==> config.mk <==
export PLATFORM = sky130hd
export DESIGN_NAME = sttr_timers
export DESIGN_NICKNAME = d
export VERILOG_FILES = /design/src/design/sttr_pkg.sv /design/src/design/sttr_timers.sv
export SDC_FILE = /design/constraint.sdc
export NUM_CORES = 1
export LEC_CHECK = 0
export BUFFER_PORTS_ARGS = -buffer_cell sky130_fd_sc_hd__buf_4
export CAP_MARGIN = 20
export CORE_MARGIN = 4
export CORE_UTILIZATION = 57
export DETAILED_ROUTE_END_ITERATION = 6
export HOLD_SLACK_MARGIN = 0.08
export PLACE_DENSITY = 0.75
export RECOVER_POWER = 25
export SLEW_MARGIN = 25
export SYNTH_ARGS = -nofsm -noshare
export SYNTH_HDL_FRONTEND = slang
export SYNTH_SLANG_ARGS = --single-unit
==> constraint.sdc <==
create_clock -name clk -period 3.54 [get_ports clk]
set_clock_uncertainty 0.15 [all_clocks]
set_input_delay 0.354 -clock clk [delete_from_list [all_inputs] [get_ports clk]]
set_output_delay 0.354 -clock clk [all_outputs]
set_load 0.005 [all_outputs]
==> src/design/sttr_pkg.sv <==
// constants for the split timer, timer rate control and timer two block
package sttr_pkg;
  // special-function register addresses
  localparam logic [7:0] ADDR_TIMER_CLOCK_RATE_CONTROL = 8'h8e;
  localparam logic [7:0] ADDR_TIMER2_CONTROL           = 8'hc8;
  localparam logic [7:0] ADDR_TIMER2_RELOAD_LOW        = 8'hca;
  localparam logic [7:0] ADDR_TIMER2_RELOAD_HIGH       = 8'hcb;
  localparam logic [7:0] ADDR_TIMER2_COUNT_LOW         = 8'hcc;
  localparam logic [7:0] ADDR_TIMER2_COUNT_HIGH        = 8'hcd;
  // timer zero and one count bytes
  localparam logic [7:0] ADDR_TIMER_ZERO_LOW           = 8'h8a;
  localparam logic [7:0] ADDR_TIMER_ONE_LOW            = 8'h8b;
  localparam logic [7:0] ADDR_TIMER_ZERO_HIGH          = 8'h8c;
  localparam logic [7:0] ADDR_TIMER_ONE_HIGH           = 8'h8d;
  // clock-rate control fields
  localparam int         BIT_TIMER_TWO_RATE            = 5;
  localparam int         BIT_TIMER_ONE_RATE            = 4;
  localparam int         BIT_TIMER_ZERO_RATE           = 3;
  localparam logic [7:0] CLOCK_RATE_WRITE_MASK         = 8'h3f;
  localparam logic [7:0] CLOCK_RATE_RESET              = 8'h01;
  localparam logic [3:0] ACCESS_BASE_CYCLES            = 4'h2;
  // timer two control fields
  localparam int         BIT_TF2                       = 7;
  localparam int         BIT_TIMER_TWO_EXTERNAL_FLAG                      = 6;
  localparam int         BIT_RX_CLOCK_SELECT           = 5;
  localparam int         BIT_TX_CLOCK_SELECT           = 4;
  localparam int         BIT_TRIGGER_ENABLE            = 3;
  localparam int         BIT_TIMER_TWO_RUN             = 2;
  localparam int         BIT_TIMER_TWO_COUNTER         = 1;
  localparam int         BIT_CAPTURE_SELECT            = 0;
  // prescaler: one counter serves the /2, /4 and /12 time bases
  localparam logic [3:0] PRESCALE_LAST                 = 4'hb;
  // pin vector positions
  localparam int         PIN_T0                        = 0;
  localparam int         PIN_T1                        = 1;
  localparam int         PIN_T2                        = 2;
  localparam int         PIN_TIMER_TWO_TRIGGER_PIN                      = 3;
  localparam int         PIN_INT0                      = 4;
  localparam int         PIN_INT1                      = 5;
  localparam int         PIN_COUNT                     = 6;
  // timer one mode codes
  localparam logic [1:0] T1_MODE_13BIT                 = 2'h0;
  localparam logic [1:0] T1_MODE_RELOAD8               = 2'h2;
  localparam logic [1:0] T1_MODE_STOP                  = 2'h3;
  // timer two operating modes
  typedef enum logic [1:0] {SttrOff, SttrCapture, SttrReload, SttrBaud} sttr_t2mode_e;
endpackage

==> src/design/sttr_timers.sv <==
// timer zero split mode, timer one, clock-rate control and timer two
`timescale 1ns/10ps
module sttr_timers
  import sttr_pkg::*;
(
  input  wire logic                 clk,
  input  wire logic                 nrst,
  input  wire logic [7:0]           sfr_addr,                  // special-function address
  input  wire logic                 sfr_write,                 // write strobe, one cycle
  input  wire logic [7:0]           sfr_wdata,                 // write data
  output logic      [7:0]           sfr_rdata,                 // read data, one cycle later
  input  wire logic [PIN_COUNT-1:0] pins,                      // raw pins, see package
  input  wire logic                 timer_zero_split,          // timer zero in mode 3
  input  wire logic                 timer_zero_run_bit,
  input  wire logic                 timer_zero_gate,
  input  wire logic                 timer_zero_counter_select,
  input  wire logic [1:0]           timer_one_mode,
  input  wire logic                 timer_one_run_bit,
  input  wire logic                 timer_one_gate,
  input  wire logic                 timer_one_counter_select,
  input  wire logic                 timer2_interrupt_enable,
  output logic                      timer_zero_overflow_set,   // pulse to overflow flag zero
  output logic                      timer_one_overflow_set,    // pulse to overflow flag one
  output logic                      timer2_interrupt_request,  // level
  output logic                      serial_receive_tick,       // pulse
  output logic                      serial_transmit_tick,      // pulse
  output logic      [3:0]           external_access_cycles     // data-move length
);

  // registers
  logic [7:0]   timer_clock_rate_control;
  logic [7:0]   timer2_control;
  logic [7:0]   timer2_reload_capture_low;
  logic [7:0]   timer2_reload_capture_high;
  logic [7:0]   timer2_count_low;
  logic [7:0]   timer2_count_high;
  logic [7:0]   timer_zero_low_byte;
  logic [7:0]   timer_zero_high_byte;
  logic [7:0]   timer_one_low_byte;
  logic [7:0]   timer_one_high_byte;
  // pin synchronisers and edge detection
  logic [PIN_COUNT-1:0] pin_s1;       // first stage, read only by the second
  logic [PIN_COUNT-1:0] pin_s2;
  logic [PIN_COUNT-1:0] pin_s3;
  logic [PIN_COUNT-1:0] pin_level;    // filtered level
  logic [PIN_COUNT-1:0] pin_level_d;  // previous filtered level
  logic [PIN_COUNT-1:0] pin_fall;
  // prescaler
  logic [3:0]   prescale;
  logic         tick2;
  logic         tick4;
  logic         tick12;

  // choose /4 or /12 time base from a rate bit
  function automatic logic rate_tick(input logic fast, input logic t4, input logic t12);
    rate_tick = fast ? t4 : t12;
  endfunction

  // one-byte register write decode
  function automatic logic hit(input logic [7:0] a, input logic wr, input logic [7:0] want);
    hit = wr && (a == want);
  endfunction

  // three-stage synchronisers; a level counts once stages two and three agree
  // synchronise and detect falls
  always_ff @(posedge clk or negedge nrst) begin
    if (!nrst) begin
      pin_s1      <= '1;
      pin_s2      <= '1;
      pin_s3      <= '1;
      pin_level   <= '1;
      pin_level_d <= '1;
    end else begin
      pin_s1      <= pins;
      pin_s2      <= pin_s1;
      pin_s3      <= pin_s2;
      pin_level_d <= pin_level;
      for (int i = 0; i < PIN_COUNT; i++) begin
        if (pin_s2[i] == pin_s3[i]) begin
          pin_level[i] <= pin_s3[i];
        end
      end
    end
  end
  assign pin_fall = pin_level_d & ~pin_level;

  // free-running prescaler 0..11
  always_ff @(posedge clk or negedge nrst) begin
    if (!nrst) begin
      prescale <= '0;
    end else begin
      prescale <= (prescale == PRESCALE_LAST) ? 4'h0 : prescale + 4'h1;
    end
  end
  assign tick2  = prescale[0];
  assign tick4  = (prescale[1:0] == 2'h3);
  assign tick12 = (prescale == PRESCALE_LAST);

  // clock-rate control register
  // rate bits reset to zero
  always_ff @(posedge clk or negedge nrst) begin
    if (!nrst) begin
      timer_clock_rate_control <= CLOCK_RATE_RESET;
    end else if (hit(sfr_addr, sfr_write, ADDR_TIMER_CLOCK_RATE_CONTROL)) begin
      timer_clock_rate_control <= sfr_wdata & CLOCK_RATE_WRITE_MASK;  // bits 7,6 reserved
    end
  end

  always_ff @(posedge clk or negedge nrst) begin
    if (!nrst) begin
      external_access_cycles <= ACCESS_BASE_CYCLES + 4'h1;
    end else begin
      external_access_cycles <= ACCESS_BASE_CYCLES + {1'b0, timer_clock_rate_control[2:0]};
    end
  end

  // ---------------- timer zero ----------------
  logic t0_enable;   // low byte enable, gate hands control to int0
  logic t0_inc;
  logic t0h_inc;
  logic t0_ovf;
  logic t0h_ovf;
  assign t0_enable = timer_zero_run_bit && (!timer_zero_gate || pin_level[PIN_INT0]);
  assign t0_inc    = t0_enable && (timer_zero_counter_select ? pin_fall[PIN_T0] :
                     rate_tick(timer_clock_rate_control[BIT_TIMER_ZERO_RATE], tick4, tick12));
  // high byte: divided clocks, run-one enable
  assign t0h_inc   = timer_zero_split && timer_one_run_bit &&
                     rate_tick(timer_clock_rate_control[BIT_TIMER_ZERO_RATE], tick4, tick12);
  assign t0_ovf    = t0_inc && (timer_zero_low_byte == 8'hff) &&
                     (timer_zero_split || (timer_zero_high_byte == 8'hff));
  assign t0h_ovf   = t0h_inc && (timer_zero_high_byte == 8'hff);

  // timer zero counts; outside split it runs as one sixteen-bit count
  // two separate byte counters when split
  always_ff @(posedge clk or negedge nrst) begin
    if (!nrst) begin
      timer_zero_low_byte  <= '0;
      timer_zero_high_byte <= '0;
    end else begin
      if (hit(sfr_addr, sfr_write, ADDR_TIMER_ZERO_LOW)) begin
        timer_zero_low_byte <= sfr_wdata;
      end else if (t0_inc) begin
        timer_zero_low_byte <= timer_zero_low_byte + 8'h01;
      end
      if (hit(sfr_addr, sfr_write, ADDR_TIMER_ZERO_HIGH)) begin
        timer_zero_high_byte <= sfr_wdata;
      end else if (timer_zero_split ? t0h_inc : (t0_inc && timer_zero_low_byte == 8'hff)) begin
        timer_zero_high_byte <= timer_zero_high_byte + 8'h01;
      end
    end
  end

  // ---------------- timer one ----------------
  logic t1_enable;
  logic t1_inc;
  logic t1_low_full;  // low part at its top count for the current mode
  logic t1_ovf;
  // mode field runs or halts timer one when split
  // own select, rate and gate kept
  assign t1_enable   = (timer_zero_split ? (timer_one_mode != T1_MODE_STOP) : timer_one_run_bit)
                       && (!timer_one_gate || pin_level[PIN_INT1]);
  assign t1_inc      = t1_enable && (timer_one_counter_select ? pin_fall[PIN_T1] :
                       rate_tick(timer_clock_rate_control[BIT_TIMER_ONE_RATE], tick4, tick12));
  assign t1_low_full = (timer_one_mode == T1_MODE_13BIT) ? (timer_one_low_byte[4:0] == 5'h1f) :
                       (timer_one_low_byte == 8'hff);
  assign t1_ovf      = t1_inc && t1_low_full &&
                       ((timer_one_mode == T1_MODE_RELOAD8) || (timer_one_high_byte == 8'hff));

  // timer one counts; when split, mode 3 never reaches here since the enable drops
  always_ff @(posedge clk or negedge nrst) begin
    if (!nrst) begin
      timer_one_low_byte  <= '0;
      timer_one_high_byte <= '0;
    end else begin
      if (hit(sfr_addr, sfr_write, ADDR_TIMER_ONE_LOW)) begin
        timer_one_low_byte <= sfr_wdata;
      end else if (t1_inc) begin
        if (!t1_low_full) begin
          timer_one_low_byte <= timer_one_low_byte + 8'h01;
        end else if (timer_one_mode == T1_MODE_RELOAD8) begin
          timer_one_low_byte <= timer_one_high_byte;
        end else begin
          timer_one_low_byte <= '0;
        end
      end
      if (hit(sfr_addr, sfr_write, ADDR_TIMER_ONE_HIGH)) begin
        timer_one_high_byte <= sfr_wdata;
      end else if (t1_inc && t1_low_full && timer_one_mode != T1_MODE_RELOAD8) begin
        timer_one_high_byte <= timer_one_high_byte + 8'h01;
      end
    end
  end

  // ---------------- timer two ----------------
  sttr_t2mode_e t2_mode;
  logic         t2_serial;   // either serial clock select set
  logic         t2_inc;
  logic         t2_ovf;
  logic         t2_trigger;  // enabled falling edge on the trigger pin
  logic         t2_capture;
  logic         t2_reload;
  logic         wr_timer2_control;
  logic [15:0]  t2_count;

  assign t2_count  = {timer2_count_high, timer2_count_low};
  assign t2_serial = timer2_control[BIT_RX_CLOCK_SELECT] || timer2_control[BIT_TX_CLOCK_SELECT];
  assign wr_timer2_control  = hit(sfr_addr, sfr_write, ADDR_TIMER2_CONTROL);

  always_comb begin
    if (!timer2_control[BIT_TIMER_TWO_RUN]) begin
      t2_mode = SttrOff;
    end else if (t2_serial) begin
      t2_mode = SttrBaud;
    end else if (timer2_control[BIT_CAPTURE_SELECT]) begin
      t2_mode = SttrCapture;
    end else begin
      t2_mode = SttrReload;
    end
  end

  // baud mode uses the two-clock base unless the counter select picks the T2 pin
  assign t2_inc = (t2_mode != SttrOff) &&
                  (timer2_control[BIT_TIMER_TWO_COUNTER] ? pin_fall[PIN_T2] :
                   (t2_mode == SttrBaud) ? tick2 :
                   rate_tick(timer2_control[BIT_TIMER_TWO_RUN] &&
                             timer_clock_rate_control[BIT_TIMER_TWO_RATE], tick4, tick12));
  assign t2_ovf = t2_inc && (t2_count == 16'hffff);

  // trigger edges only with enable; in baud mode they only set the external flag
  // capture bit, serial selects force reload
  assign t2_trigger = pin_fall[PIN_TIMER_TWO_TRIGGER_PIN] && timer2_control[BIT_TRIGGER_ENABLE];
  assign t2_capture = t2_trigger && !t2_serial && timer2_control[BIT_CAPTURE_SELECT];
  assign t2_reload  = (t2_trigger && !t2_serial && !timer2_control[BIT_CAPTURE_SELECT]) ||
                      (t2_ovf && t2_mode != SttrCapture);

  // timer two count; a software write beats a count or reload in the same cycle
  // overflow loads reload bytes except in capture mode
  always_ff @(posedge clk or negedge nrst) begin
    if (!nrst) begin
      timer2_count_low  <= '0;
      timer2_count_high <= '0;
    end else begin
      if (hit(sfr_addr, sfr_write, ADDR_TIMER2_COUNT_LOW)) begin
        timer2_count_low <= sfr_wdata;
      end else if (t2_reload) begin
        timer2_count_low <= timer2_reload_capture_low;
      end else if (t2_inc) begin
        timer2_count_low <= timer2_count_low + 8'h01;
      end
      if (hit(sfr_addr, sfr_write, ADDR_TIMER2_COUNT_HIGH)) begin
        timer2_count_high <= sfr_wdata;
      end else if (t2_reload) begin
        timer2_count_high <= timer2_reload_capture_high;
      end else if (t2_inc && timer2_count_low == 8'hff) begin
        timer2_count_high <= timer2_count_high + 8'h01;
      end
    end
  end

  always_ff @(posedge clk or negedge nrst) begin
    if (!nrst) begin
      timer2_reload_capture_low  <= '0;
      timer2_reload_capture_high <= '0;
    end else begin
      if (t2_capture) begin
        timer2_reload_capture_low <= timer2_count_low;
      end else if (hit(sfr_addr, sfr_write, ADDR_TIMER2_RELOAD_LOW)) begin
        timer2_reload_capture_low <= sfr_wdata;
      end
      if (t2_capture) begin
        timer2_reload_capture_high <= timer2_count_high;
      end else if (hit(sfr_addr, sfr_write, ADDR_TIMER2_RELOAD_HIGH)) begin
        timer2_reload_capture_high <= sfr_wdata;
      end
    end
  end

  // timer two control; hardware sets beat a software clear in the same cycle
  // overflow flag only without serial selects
  always_ff @(posedge clk or negedge nrst) begin
    if (!nrst) begin
      timer2_control <= '0;
    end else begin
      if (wr_timer2_control) begin
        timer2_control <= sfr_wdata;
      end
      if (t2_ovf && !t2_serial) begin
        timer2_control[BIT_TF2] <= 1'b1;
      end
      if (t2_trigger) begin
        timer2_control[BIT_TIMER_TWO_EXTERNAL_FLAG] <= 1'b1;
      end
    end
  end

  // registered outputs toward the core and the serial port
  // split overflows drive flags zero and one
  always_ff @(posedge clk or negedge nrst) begin
    if (!nrst) begin
      timer_zero_overflow_set  <= 1'b0;
      timer_one_overflow_set   <= 1'b0;
      timer2_interrupt_request <= 1'b0;
      serial_receive_tick      <= 1'b0;
      serial_transmit_tick     <= 1'b0;
    end else begin
      timer_zero_overflow_set  <= t0_ovf;
      timer_one_overflow_set   <= timer_zero_split ? t0h_ovf : t1_ovf;
      timer2_interrupt_request <= timer2_interrupt_enable &&
                                  (timer2_control[BIT_TF2] || timer2_control[BIT_TIMER_TWO_EXTERNAL_FLAG]);
      serial_receive_tick      <= timer2_control[BIT_RX_CLOCK_SELECT] ? t2_ovf : t1_ovf;
      serial_transmit_tick     <= timer2_control[BIT_TX_CLOCK_SELECT] ? t2_ovf : t1_ovf;
    end
  end

  // read mux, registered; unmapped addresses read zero
  always_ff @(posedge clk or negedge nrst) begin
    if (!nrst) begin
      sfr_rdata <= '0;
    end else begin
      unique case (sfr_addr)
        ADDR_TIMER_CLOCK_RATE_CONTROL: sfr_rdata <= timer_clock_rate_control;
        ADDR_TIMER2_CONTROL:           sfr_rdata <= timer2_control;
        ADDR_TIMER2_RELOAD_LOW:        sfr_rdata <= timer2_reload_capture_low;
        ADDR_TIMER2_RELOAD_HIGH:       sfr_rdata <= timer2_reload_capture_high;
        ADDR_TIMER2_COUNT_LOW:         sfr_rdata <= timer2_count_low;
        ADDR_TIMER2_COUNT_HIGH:        sfr_rdata <= timer2_count_high;
        ADDR_TIMER_ZERO_LOW:           sfr_rdata <= timer_zero_low_byte;
        ADDR_TIMER_ZERO_HIGH:          sfr_rdata <= timer_zero_high_byte;
        ADDR_TIMER_ONE_LOW:            sfr_rdata <= timer_one_low_byte;
        ADDR_TIMER_ONE_HIGH:           sfr_rdata <= timer_one_high_byte;
        default:                       sfr_rdata <= '0;
      endcase
    end
  end

  logic wr_t1;  // any write to timer one bytes
  logic wr_t2;  // any write to timer two count bytes
  assign wr_t1 = hit(sfr_addr, sfr_write, ADDR_TIMER_ONE_LOW) ||
                 hit(sfr_addr, sfr_write, ADDR_TIMER_ONE_HIGH);
  assign wr_t2 = hit(sfr_addr, sfr_write, ADDR_TIMER2_COUNT_LOW) ||
                 hit(sfr_addr, sfr_write, ADDR_TIMER2_COUNT_HIGH);
endmodule

* Word level (Yosys, flattened, before mapping)
Cells that the tools add are included.
Storage, ports and cells: memories kept 0, RAM bits 0, memory bits (read-only) 0, output and inout bits 17, latch bits 0, register bits after elaboration 127, logic and storage cells 167
Cells by class: shifts and indexed selects 0, div/mod/pow operators 0, multiply operators 0, reductions and logical operators 56, bitwise operators 2, eq/ne operators 30, order comparisons 0, add/sub/neg operators 8, multiplexer cells 41
Operators by type and width (count):
- $mux W8 | 21
- $eq A8 B8 Y1 const B | 15
- $pmux W8 S10 | 1
- $add A8 B1 Y8 const B | 6
- $logic_and A1 B1 Y1 | 33
- $reduce_bool A2 Y1 | 9
- $eq A16 B16 Y1 const B | 1
- $mux W1 | 15
- $logic_or A1 B1 Y1 | 7
- $eq A1 B1 Y1 | 6
- $eq A2 B2 Y1 const B | 3
- $mux W2 | 3
- $reduce_bool A3 Y1 | 2
- $eq A5 B5 Y1 const B | 1
- $add A2 B3 Y4 const A | 1
- $add A4 B1 Y4 const B | 1
- $and A4 B4 Y4 | 1
- $eq A4 B4 Y1 const B | 1
- $logic_not A1 Y1 | 4
- $mux W4 | 1
- $ne A2 B2 Y1 const B | 2
- $not A4 Y4 | 1
- $logic_not A2 Y1 | 1
- $ne A2 B1 Y1 const B | 1

* Logic depth before layout (Yosys ltp)
depth in word-level cells 12, mapped depth 10

* Least setup slack after synthesis
OpenSTA, ideal clock, no wires.
path type register to register, start point reg timer_one_low_byte[0], end point reg timer_one_high_byte[5], arrival time 2.202 ns, library setup time 0.125 ns, stages on the path, launching flop included 10, buffers on the path 0, path slack 1.064 ns, period minus slack after synthesis 2.476 ns, cells stage by stage dfrtp_1 -> ha_1 -> and3_1 -> ha_1 -> nor3b_1 -> a31oi_1 -> a2111oi_4 -> nand2_1 -> xnor2_1 -> mux2_2
On the way: cells in the longest elaborated chain, start to end 5
Ends and longest elaborated chain:
- start, declared | line sttr_timers.sv:39 | logic [7:0] timer_one_low_byte;
- start signal, assigned | line sttr_timers.sv:176 | timer_one_low_byte <= sfr_wdata;
- start signal, assigned | line sttr_timers.sv:179 | timer_one_low_byte <= timer_one_low_byte + 8'h01;
- start signal, assigned | line sttr_timers.sv:181 | timer_one_low_byte <= timer_one_high_byte;
- $eq A8 B8 Y1 or $eq A5 B5 Y1 (tied branches) | line sttr_timers.sv:165, sttr_timers.sv:164
- $mux W1 * | line sttr_timers.sv:164 | assign t1_low_full = (timer_one_mode == T1_MODE_13BIT) ? (timer_one_low_byte[4:0] == 5'h1f) :
- $logic_and A1 B1 Y1 * (2 in a row) | line sttr_timers.sv:188 | end else if (t1_inc && t1_low_full && timer_one_mode != T1_MODE_RELOAD8) begin
- $reduce_bool A2 Y1 (no source line) *
- end signal, assigned | line sttr_timers.sv:187 | timer_one_high_byte <= sfr_wdata;
- end signal, assigned | line sttr_timers.sv:189 | timer_one_high_byte <= timer_one_high_byte + 8'h01;
- end, declared | line sttr_timers.sv:40 | logic [7:0] timer_one_high_byte;
Every way passes the cells marked *; elsewhere a longest branch is shown, timed or not. A chain may end at the register's enable or synchronous reset.

* Worst setup path in the final report
start point reg timer_one_low_byte[1], end point reg timer_one_high_byte[4]
Same word-level chain as after synthesis.

==> run summary <==
The run gives 0 as the post-detailed-route DRC marker count. The floorplan step set the die height to 116.7 um. The tools report the total routing resource utilization after global routing as 0.3019. Derived from the worst setup path, the maximum achievable clock frequency is 0.3461 GHz. The H-tree generated during clock tree synthesis spans 4 levels.

The floorplan step set the die width to 116.7 um. The total power draw was 0.004491 W; the met2 routing resource usage after global routing was 0.4554. For this run, the detailed router's first-pass iteration total came to 7. The run gives 1 as the count of max-cap constraint violations. Counting flops with a built-in enable in the synthesized netlist gives 0.

Buffers added to address setup during post-CTS repair amount to 0. The fraction of final layout cells sized beyond drive strength 1 was 0.1827. Dividing total power by cell area gives a power density of 568.8 nW/um^2. The run gives 19390 um as the wire length reported by the detailed router. The first-pass GRT wire length was 30800 um. The run finished, with violations left. Summed over all cells, the static leakage comes to 3.323 nW. The placed instances occupy a cell area of 7212 sq um.

Setup violations remaining at the end of the flow were counted as 0. The initial core utilization came out at 0.5871. The run gives 7896 sq um as the finished layout cell area.

The worst setup path is captured at a flip-flop. Counting cells, the worst reg-to-reg path comes to 9. The startpoint identified for the worst register-to-register timing path is timer_one_low_byte[1]. The met3 track demand over resource in global routing came out at 0.06736. The met1 track demand over resource came out at 0.4365.

Counting instances in the post-synthesis netlist gives the leading cell types as dfrtp_1, nand2_1, nor2_1. Setup repair after global routing left no endpoint under its margin. Of all nets on the critical path, the largest fanout is 8.

End of the worst register-to-register path: timer_one_high_byte[4]. Maximum clock insertion buffer count: 2. In the final timing run, aggregate negative setup slack is 0 ns. In this run, post-CTS repair resized a total of 0 instances. After the last flow step, the layout net total stands at 792. Clock-pin slew was measured on the worst setup and hold paths at 0.05 ns. The layout filler cell count is 895.

The floorplan core area came out at 11470 sq um. Ranked by total cell area, the synthesized netlist is headed by dfrtp_1, dfstp_2, a21oi_1, nand2_1, nor2_1. In the synthesized netlist the dominant register cell turns out to be dfrtp_1.

STA puts the critical path data required time at 3.69 ns. Counting tap cells, the placed design contains a total of 862 instances. The proportion of synthesized flip-flops having asynchronous set or reset is 1.000, and the number of global-route vias before repair is 5677.

The tools report the number of clock sinks as 127. TritonCTS built the clock tree. The count of boundary I/O pins was 52. For the total global routing overflow, the log shows 0. The run gives 0.65 ns as the internal reg-to-reg setup slack. The top-area cell type share of the netlist area came out at 0.3568.

The type of element launching the critical path is a flip-flop. The path with the worst hold slack has its endpoint at timer_one_high_byte[2]. The data arrival time of the critical path was 3.04 ns; the part of the cycle the worst path needs was 0.8163. In this run the most used layer during global routing was met2. After synthesis the netlist holds a flip-flop and latch count of 127. The relative max-transition margin came out at -0.1517.

The net count after synthesis was 741. By instance count, the leading cell after synthesis is dfrtp_1. The largest total area in the synthesized netlist belongs to dfrtp_1. Final number of hold-violating endpoints: 0. Synthesis instantiated 69 different standard cells from the library.

Dividing the detail-routed via count by the number of cells gives 6.530. Counting instances, the worst hold path has a depth of 3. Routability-driven placement finished with a final weighted congestion of 0.9730. The cell count after synthesis came out at 697. In this run the most critical hold path is launched from sfr_wdata[2]. The checks that failed: max-capacitance violations, max-slew violations.

The count of standard-cell rows came out at 39. Synthesis-to-finish area growth: 17.28%. For the maximum number of pins on one net before global-route repair, the log shows 67. The end-of-flow core utilization was 0.6886; the count of placed standard cells in the final layout, fillers left out was 904. During synthesis, Yosys emitted a total of 0 warnings. The max-slew violation count is 66, and the mean area per synthesized cell is 9.660 sq um. For the worst-skew pair, the clock arrives at the later sink with an insertion delay of 0.42 ns. The remaining antenna violation count came out at 0. The run gives 0.4778 as the share of synthesized area occupied by flip-flops and latches.

Clock tree root buffer cell: clkbuf_16. The routed via count is 5903. By startpoint and endpoint, the worst setup path is classified as flip-flop to flip-flop. IR analysis of the VDD net gives a maximum drop of 0.6512 mV. Summing every instance area after synthesis gives 6733 sq um.

Worst hold path class: primary input to flip-flop. Summed over all nets, the half-perimeter wirelength after detailed placement is 13270 um. Clock tree synthesis inserted a total of 17 buffers.

Counting I/O delays and the setup requirement, the final critical path takes 2.890 ns. The number of diodes is 0. The number of antenna violations at the first check in global routing came out at 0.

For the pin with the worst max-slew slack, the measured transition is 1.727 ns. After the first detailed-routing iteration, the DRC count stood at 749. Number of buffer cells added on primary ports: 51. Dividing the detail-routed wire length by the instance count gives 21.45 um. The area of the die came out at 13610 sq um.
==> layout by cell type (no fill, tap or decap), drive strengths merged, types with 14 or more instances in the layout <==
master,instances
a21oi,59
a221oi,14
and3,14
buf,40
clkbuf,44
dfrtp,96
dfstp,31
inv,17
mux2i,19
nand2,72
nand3,45
nor2,66
o21ai,41
xnor2,26
==> how the worst max path moves through the flow <==
stage,startpoint,to,slack [ns],depth (start not counted)
final,timer_one_low_byte[1],timer_one_high_byte[4],0.65,9
after global routing,timer_one_low_byte[1],timer_one_high_byte[4],0.56,9
after CTS,timer_one_low_byte[1],timer_one_high_byte[4],0.69,9
after detailed placement,timer_one_low_byte[0],timer_one_high_byte[5],0.73,9
after global placement,timer_one_low_byte[0],timer_one_high_byte[3],0.87,9
after floorplan,timer_one_low_byte[0],timer_one_high_byte[5],1.06,9
==> what timing repair did <==
action                                  in CTS  in global routing
hold endpoints to repair                    61                  0
hold buffers                                10                  0
endpoints found under the setup margin       0                  0
==> flip-flops by register name, indices dropped and copies added (netlist names), 6 cells and up <==
signal and cells:
pin_s2 6, timer2_count_high 8, timer_zero_low_byte 8, timer2_count_low 8, pin_s3 6, timer_clock_rate_control 6, timer2_reload_capture_low 8, sfr_rdata 8
timer_zero_high_byte 8, timer2_reload_capture_high 8, pin_s1 6, timer_one_low_byte 8, timer2_control 8, pin_level 6, timer_one_high_byte 8
==> kinds of logic (layout without fill, tap and decap cells) <==
family / count (synthesis) / in the layout / share of synthesized area
AO/OA/AOI/OAI: 199 / 199 / 0.2022
XOR/XNOR: 33 / 33 / 0.04293
adder cells (fa/ha/maj): 15 / 15 / 0.02565
buffers and inverters: 53 / 117 / 0.03289
flip-flops: 127 / 127 / 0.4778
multiplexers: 31 / 31 / 0.04887
AND/OR/NAND/NOR: 239 / 239 / 0.1697
==> worst max-delay path: stages (launching register included) <==
cell       delay, ns
dfrtp_1         0.41
ha_1            0.23
and3_1          0.20
ha_1            0.15
nor3b_1         0.33
a31oi_1         0.21
a2111oi_4       0.48
nand2_1         0.17
xnor2_1         0.17
mux2_2          0.27
==> through the flow <==
| step | hold WS, ns | worst slack (ns) |
|---|---|---|
| floorplan | -0.09159 | 1.064 |
| global placement | 0.1958 | 0.8727 |
| detailed placement | 0.1972 | 0.7256 |
| CTS | 0.09321 | 0.6882 |
| global route | 0.1116 | 0.5551 |
| finish | 0.09981 | 0.6503 |
==> power breakdown <==
| part | switching (W) | total (W) | internal (W) |
|---|---|---|---|
| logic | 0.000415 | 0.000785 | 0.000369 |
| clock network | 0.000632 | 0.00172 | 0.00108 |
| registers | 0.000324 | 0.00199 | 0.00167 |
==> layer usage <==
| layer | up-vias | routed length [um] |
|---|---|---|
| met5 | - | 0 |
| met4 | 0 | 493 |
| met3 | 47 | 1689 |
| met2 | 320 | 8757 |
| met1 | 2894 | 8452 |
| li1 | 2642 | - |
==> layout make-up <==
class	count	area, sq um	area share
Inverter	16	60.06	0.007606
Timing Repair Buffer	69	549.3	0.06956
Multi-Input combinational cell	517	3301	0.4180
Clock buffer	25	516.7	0.06544
Clock inverter	7	73.82	0.009349
Sequential cell	127	3217	0.4074
Tap cell	143	178.9	0.02266
(Power assumes the default switching activity.)
